## src/include/serial_regs_pkg.sv

```systemverilog
// Constants and a carrier type for the synthesizer serial control port
package serial_regs_pkg;

    // ==========================================
    // Frame layout
    localparam int unsigned FRAME_BITS    = 32;
    localparam int unsigned DATA_BITS     = 24;
    localparam int unsigned ADDR_BITS     = 5;
    localparam int unsigned CHIP_BITS     = 3;
    localparam int unsigned CNT_BITS      = 6;
    localparam logic [2:0]  OWN_CHIP_ADDR = 3'h0;

    // ==========================================
    // Register offsets
    localparam logic [4:0] REG_IDENTITY = 5'h00;
    localparam logic [4:0] REG_ENABLE   = 5'h01;
    localparam logic [4:0] REG_REFERENCE_DIVIDER   = 5'h02;
    localparam logic [4:0] REG_INTDIV   = 5'h03;

    // ==========================================
    // Reset values and field positions
    localparam logic [23:0] ENABLE_RESET = 24'h00_0003;
    localparam logic [23:0] REFERENCE_DIVIDER_RESET = 24'h00_0001;
    localparam logic [23:0] INTDIV_RESET = 24'h00_0019;
    localparam int unsigned SOFT_RST_BIT = 5;
    localparam int unsigned PIN_SEL_BIT  = 0;
    localparam int unsigned SW_EN_BIT    = 1;
    localparam int unsigned KEEP_LO_BIT  = 2;
    localparam int unsigned KEEP_COUNT   = 6;
    localparam int unsigned REFERENCE_DIVIDER_W     = 14;
    localparam int unsigned INTDIV_W     = 19;

    // ==========================================
    // State carrier
    typedef struct packed {
        logic [2:0]  sclk_sync;
        logic [2:0]  latch_sync;
        logic [1:0]  sdi_sync;
        logic [31:0] shift_in;
        logic [23:0] shift_out;
        logic [5:0]  bit_cnt;
        logic [4:0]  read_addr;
        logic        readback_active;
        logic        driver_on;
        logic        pin_out;
        logic [23:0] enable_reg;
        logic [23:0] reference_divider_reg;
        logic [23:0] intdiv_reg;
    } port_state_s;

endpackage

```

## src/logic/pll_serial_readback_regs.sv

```systemverilog
// Serial control port with two-cycle register readback and control registers
`timescale 1ns/10ps
module pll_serial_readback_regs #(
    parameter logic [23:0] IDENTITY_VALUE = 24'h00_A5A5 // Arbitrary value
) (
    // Clock and reset
    input  wire logic                     clock_i,
    input  wire logic                     sys_rst_i,
    // Serial pins
    input  wire logic                     shift_clock_i,
    input  wire logic                     serial_input_line_i,
    input  wire logic                     frame_latch_strobe_i,
    output logic                          lock_or_readback_pin_o,
    output logic                          lock_or_readback_pin_oe_o,
    // Analog side
    input  wire logic                     lock_detect_i,
    input  wire logic                     chip_enable_pin_i,
    output logic                          powered_up_o,
    output logic [serial_regs_pkg::KEEP_COUNT-1:0] keep_on_o,
    output logic [serial_regs_pkg::REFERENCE_DIVIDER_W-1:0]   reference_divider_o,
    output logic [serial_regs_pkg::INTDIV_W-1:0]   intdiv_o
);

    serial_regs_pkg::port_state_s s_q;
    serial_regs_pkg::port_state_s s_d;

    logic        sclk_rise;
    logic        latch_rise;
    logic [31:0] frame;
    logic [23:0] read_word;

    assign sclk_rise  = s_q.sclk_sync[1] & ~s_q.sclk_sync[2];
    assign latch_rise = s_q.latch_sync[1] & ~s_q.latch_sync[2];
    assign frame      = s_q.shift_in;

    // ==========================================
    // Read mux
    always_comb begin
        case (s_q.read_addr)
            serial_regs_pkg::REG_IDENTITY: read_word = IDENTITY_VALUE;
            serial_regs_pkg::REG_ENABLE:   read_word = s_q.enable_reg;
            serial_regs_pkg::REG_REFERENCE_DIVIDER:   read_word = s_q.reference_divider_reg;
            serial_regs_pkg::REG_INTDIV:   read_word = s_q.intdiv_reg;
            default:                       read_word = 24'h00_0000;
        endcase
    end

    // ==========================================
    // Next state
    always_comb begin
        s_d = s_q;
        // Pins are asynchronous to clock_i; only stage two onward is read
        s_d.sclk_sync  = {s_q.sclk_sync[1:0], shift_clock_i};
        s_d.latch_sync = {s_q.latch_sync[1:0], frame_latch_strobe_i};
        s_d.sdi_sync   = {s_q.sdi_sync[0], serial_input_line_i};

        if (sclk_rise) begin
            s_d.shift_in = {s_q.shift_in[30:0], s_q.sdi_sync[1]};
            // First edge of a cycle loads the word, later ones walk it out
            if (s_q.bit_cnt == 6'h00) begin
                s_d.shift_out       = {read_word[22:0], 1'b0};
                s_d.pin_out         = read_word[serial_regs_pkg::DATA_BITS-1];
                s_d.readback_active = 1'b1;
            end else begin
                s_d.shift_out = {s_q.shift_out[22:0], 1'b0};
                s_d.pin_out   = s_q.shift_out[serial_regs_pkg::DATA_BITS-1];
            end
            if (s_q.bit_cnt != 6'(serial_regs_pkg::FRAME_BITS))
                s_d.bit_cnt = s_q.bit_cnt + 6'h01;
        end

        if (latch_rise) begin
            s_d.bit_cnt         = 6'h00;
            s_d.readback_active = 1'b0;
            s_d.driver_on = (frame[serial_regs_pkg::CHIP_BITS-1:0]
                             == serial_regs_pkg::OWN_CHIP_ADDR);
            if (frame[serial_regs_pkg::CHIP_BITS-1:0] == serial_regs_pkg::OWN_CHIP_ADDR) begin
                case (frame[7:3])
                    serial_regs_pkg::REG_IDENTITY: begin
                        // Data field starts above the register and chip address
                        s_d.read_addr = frame[8 +: serial_regs_pkg::ADDR_BITS];
                        if (frame[8 + serial_regs_pkg::SOFT_RST_BIT]) begin
                            s_d.enable_reg = serial_regs_pkg::ENABLE_RESET;
                            s_d.reference_divider_reg = serial_regs_pkg::REFERENCE_DIVIDER_RESET;
                            s_d.intdiv_reg = serial_regs_pkg::INTDIV_RESET;
                        end
                    end
                    serial_regs_pkg::REG_ENABLE: s_d.enable_reg = frame[31:8];
                    serial_regs_pkg::REG_REFERENCE_DIVIDER: s_d.reference_divider_reg = frame[31:8];
                    serial_regs_pkg::REG_INTDIV: s_d.intdiv_reg = frame[31:8];
                    default: ;
                endcase
            end
        end
    end

    always_ff @(posedge clock_i or posedge sys_rst_i) begin
        if (sys_rst_i) begin
            s_q            <= '0;
            s_q.enable_reg <= serial_regs_pkg::ENABLE_RESET;
            s_q.reference_divider_reg <= serial_regs_pkg::REFERENCE_DIVIDER_RESET;
            s_q.intdiv_reg <= serial_regs_pkg::INTDIV_RESET;
        end else begin
            s_q <= s_d;
        end
    end

    // ==========================================
    // Outputs
    logic cen_q1;
    logic cen_q2;
    always_ff @(posedge clock_i or posedge sys_rst_i) begin
        if (sys_rst_i) begin
            cen_q1 <= 1'b0;
            cen_q2 <= 1'b0;
        end else begin
            cen_q1 <= chip_enable_pin_i;
            cen_q2 <= cen_q1;
        end
    end

    // Lock detect is a same-domain analog-side level; readback hides it
    assign lock_or_readback_pin_o    = s_q.readback_active ? s_q.pin_out
                                                            : lock_detect_i;
    assign lock_or_readback_pin_oe_o = s_q.driver_on | s_q.readback_active
                                       | s_q.enable_reg[7];
    assign powered_up_o = s_q.enable_reg[serial_regs_pkg::PIN_SEL_BIT] ? cen_q2
                        : s_q.enable_reg[serial_regs_pkg::SW_EN_BIT];
    assign keep_on_o = s_q.enable_reg[serial_regs_pkg::KEEP_LO_BIT +: serial_regs_pkg::KEEP_COUNT];
    assign reference_divider_o  = s_q.reference_divider_reg[serial_regs_pkg::REFERENCE_DIVIDER_W-1:0];
    assign intdiv_o  = s_q.intdiv_reg[serial_regs_pkg::INTDIV_W-1:0];

endmodule

```

## config.mk

```make
export PLATFORM = sky130hd
export DESIGN_NAME = pll_serial_readback_regs
export DESIGN_NICKNAME = d
export VERILOG_FILES = /design/src/include/serial_regs_pkg.sv /design/src/logic/pll_serial_readback_regs.sv
export SDC_FILE = /design/constraint.sdc
export NUM_CORES = 1
export LEC_CHECK = 0
export CORE_MARGIN = 3
export CORE_UTILIZATION = 30
export DETAILED_ROUTE_END_ITERATION = 10
export DONT_BUFFER_PORTS = 1
export GPL_TIMING_DRIVEN = 0
export PLACE_DENSITY = 0.55
export SYNTH_ARGS = -nofsm -noshare
export SYNTH_HDL_FRONTEND = slang
export SYNTH_SLANG_ARGS = --single-unit
export TNS_END_PERCENT = 30
```

## constraint.sdc

```tcl
create_clock -name clock_i -period 5 [get_ports clock_i]
set_input_delay 0.25 -clock clock_i [delete_from_list [all_inputs] [get_ports clock_i]]
set_output_delay 0.25 -clock clock_i [all_outputs]
set_load 0.02 [all_outputs]
```

==> Flow_metrics.wiki <==
{| class="wikitable"
! Metric !! Value
|-
| Run status || finished clean
|-
| Final period util || around 40%
|-
| DIE HEIGHT || approximately 160 um
|-
| Port Buffers || 0
|-
| Worst path arrival time || 2.27 ns
|-
| Seq pwr share || a little over two fifths
|-
| Unrepaired setup endpoints after global routing || no
|-
| Ratio of cells with drive above 1 in the final layout || 18.29%
|-
| Root buf cell || sky130_fd_sc_hd__clkbuf_16
|-
| Total via count in the routed design || around 5,000
|-
| Summed instance area of the synthesized netlist || about 7000 um2
|-
| Commonest cells after routing, fill and taps aside || sky130_fd_sc_hd__nand2_1, sky130_fd_sc_hd__dfrtp_1, sky130_fd_sc_hd__o21ai_0
|-
| Via density per instance || between 4 and 5
|-
| Post-detailed-placement half-perimeter wirelength || between 10 and 15 mm
|-
| Minimum clock period after layout || roughly 2 ns
|-
| Data required time of the worst path || roughly 5.3 ns
|-
| Final Cell Area || ~7900 um2
|-
| Classification of the worst setup path || reg2reg
|-
| DRC Markers || 0
|-
| Wire length of the first global-routing pass || between 20 and 30 mm
|-
| Horizontal die dimension || between 150 and 200 um
|-
| Initial Utilization || approximately 30%
|-
| Clock Skew || 0.008740 ns
|-
| Worst vdd rail ir drop || ~0.26 mV
|-
| Leakage Power || roughly 3.5 nW
|-
| Post-Synthesis Net Count || ~700
|-
| Max Cap Violations || 0
|-
| Global placer's final weighted congestion || between 0.8 and 0.9
|-
| # Post-CTS Setup Buffers || 0
|-
| Internal Power || 2.421 mW
|-
| Maximum clock rate || about 0.5 GHz
|-
| Number of detailed-route iterations in the first pass || 4
|-
| Switching Fraction || 28.89%
|-
| Minimum setup slack in the final design || around 3.0 ns
|-
| Async set or reset register ratio after synthesis || 100.0%
|-
| Leading cell type in the layout, fill and taps excluded || sky130_fd_sc_hd__nand2_1
|-
| Count of endpoints failing hold in the final timing report || 0
|-
| Min-delay worst type || in2async
|-
| # clock sinks || between 150 and 200
|-
| Clock buffers created by TritonCTS || 17
|-
| Antenna Violating Nets Remaining || 0
|-
| Part of the power in combinational logic || 16.7%
|-
| Post-DP Area || between 7000 and 8000 um2
|-
| # diodes || 0
|-
| Final wirelength || between 15 and 20 mm
|-
| GRT Total Usage || between 15 and 20%
|-
| Most common flop cell mapped by yosys || sky130_fd_sc_hd__dfrtp_1
|-
| Maximum buffer depth of the clock tree || 2
|-
| Sort of element at the end of the critical path || flop
|-
| Number of register bits inferred by synthesis || about 150
|-
| Number of enable flip-flop cells after synthesis || 0
|-
| Sum of negative setup slack || 0 ns
|-
| Syn_area_per_cell || slightly below 10 um2
|-
| Worst slack at placement || roughly 3 ns
|-
| Number of distinct standard cells referenced by the synthesized netlist || 46
|-
| Highest net fanout along the worst path || 10
|-
| Final routed wire length divided by cell count || roughly 18 um
|-
| Number of standard cells after synthesis || approximately 690
|-
| H-tree lvl count || 4
|-
| Clock tree from TritonCTS || built
|-
| Synth warnings || 0
|-
| Post-layout nets || around 720
|-
| Final Max Tran Viols || 0
|-
| Maximum number of pins on one net before global-route repair || roughly 120
|-
| Headroom to the max-slew limit || between 50% and 60%
|-
| # IOs || roughly 50
|-
| Core box area || roughly 22,000 um2
|-
| Clock transition at path regs || 0.06 ns
|-
| Placement row count || 54
|-
| Slew of the pin with the lowest slew margin || 0.6185 ns
|-
| Type of element launching the critical path || flop
|-
| Via count of the first global-routing pass || 4,981
|-
| GRT overflow || 0
|-
| Antenna violations before repair || 0
|-
| Worst skew pair latency || between 0.4 and 0.5 ns
|-
| Clock share of power || 40.3%
|-
| Layout overhead on the synthesized area || 15.67%
|-
| Overall power of the completed layout || between 3 and 4 mW
|-
| DR iter-0 viols || 341
|-
| Post-synthesis sequential area ratio || between 50% and 60%
|-
| Net load switching power || between 0.9 and 1 mW
|-
| Die area || approximately 25,000 um2
|-
| Power Density || roughly 430 nW/um2
|-
| Final setup violation count || 0
|}
[sequential cells by signal, summed over array words and instances (netlist names)]
| name | count |
|---|---|
| s_q | 73 |
| frame | 32 |
| intdiv_o | 19 |
| reference_divider_o | 14 |
| keep_on_o | 6 |
| s_d | 5 |
| cen_q1 | 1 |
| cen_q2 | 1 |
[critical path, cell delays in order (launching register included)]
cell,delay (ns)
sky130_fd_sc_hd__dfrtp_1,0.43
sky130_fd_sc_hd__nor4b_2,0.52
sky130_fd_sc_hd__o2111ai_1,0.25
sky130_fd_sc_hd__buf_2,0.25
sky130_fd_sc_hd__buf_2,0.23
sky130_fd_sc_hd__nand2_1,0.09
sky130_fd_sc_hd__o21ai_0,0.08
[per-layer routing]
| layer | global-route usage, % | wire [um] | vias to the layer above |
|---|---|---|---|
| met5 | 0 | 0 | - |
| met4 | 5.461 | 336 | 0 |
| met1 | 20.81 | 8365 | 2501 |
| met2 | 23.53 | 8307 | 96 |
| met3 | 2.821 | 713 | 24 |
| li1 | - | - | 2350 |
[area by class of cell]
type	instances	area, um2
Fill cell	2204	14220
Clock inverter	11	171.4
Sequential cell	151	3786
Tap cell	280	350.3
Multi-Input combinational cell	447	2471
Buffer	86	534.3
Clock buffer	21	460.4
Inverter	5	26.28
Timing Repair Buffer	6	77.57
[worst paths after layout]
check                                      from                            endpoint  slack [ns]  cells after the start
min reg2reg                    cen_q1$_DFF_PP0_                    cen_q2$_DFF_PP0_        0.35                      0
min                                   sys_rst_i  reference_divider_o[1]$_DFFE_PP0P_        0.31                      2
min in group clock_i           cen_q1$_DFF_PP0_                    cen_q2$_DFF_PP0_        0.35                      0
max in group asynchronous             sys_rst_i            intdiv_o[18]$_DFFE_PP0P_        3.81                      3
max                        frame[5]$_DFFE_PP0P_  reference_divider_o[7]$_DFFE_PP0P_        3.01                      6
max reg2reg                frame[5]$_DFFE_PP0P_  reference_divider_o[7]$_DFFE_PP0P_        3.01                      6
[synthesized netlist by cell type, drive strengths merged (3+ instances only)]
cell type,number,area (um2)
nand2,217,814.5
dfstp,6,157.7
o21ai,60,300.3
a21oi,5,25.02
clkbuf,17,63.81
dfrtp,145,3628
mux2,24,270.3
nor2,13,48.80
nand3,24,132.6
a22oi,16,120.1
o22a,3,26.28
buf,69,470.5
a22o,20,175.2
o211ai,21,157.7
mux2i,9,90.09
inv,5,18.77
xor2,3,26.28
nand4,3,18.77
[power by group through the flow]
stage / Clock (mW) / Combinational [mW] / Sequential (mW)
after floorplan: 0 / 0.416 / 1.45
after CTS: 1.40 / 0.572 / 1.46
after global placement: 0 / 0.559 / 1.48
after detailed placement: 0 / 0.568 / 1.48
after global routing: 1.45 / 0.627 / 1.48
final: 1.37 / 0.568 / 1.46
[stage by stage]
step	hold WS [ns]	utilization (%)	instances
floorplan	0.2814	-	689
global placement	0.2815	32.41	969
detailed placement	0.09597	32.57	970
CTS	0.3008	35.66	1007
global route	0.3230	35.66	1007
finish	0.3060	35.66	1007
[what timing repair did]
item | in CTS | in global routing
hold buffers | 5 | 0
gates resized for setup | 0 | 0
endpoints found under the hold margin | 41 | 0
[cells by family (layout without fill, tap and decap cells)]
family          count (synthesis)  in the layout  share of synthesized area (%)
compound gates                134            134                          12.93
xor+xnor                        4              4                         0.5145
fa+ha+maj                       2              2                         0.3674
buf+inv                        91            129                          8.121
flops                         151            151                          55.59
mux                            33             33                          5.291
simple gates                  274            274                          17.18
(Power assumes the default switching activity.)
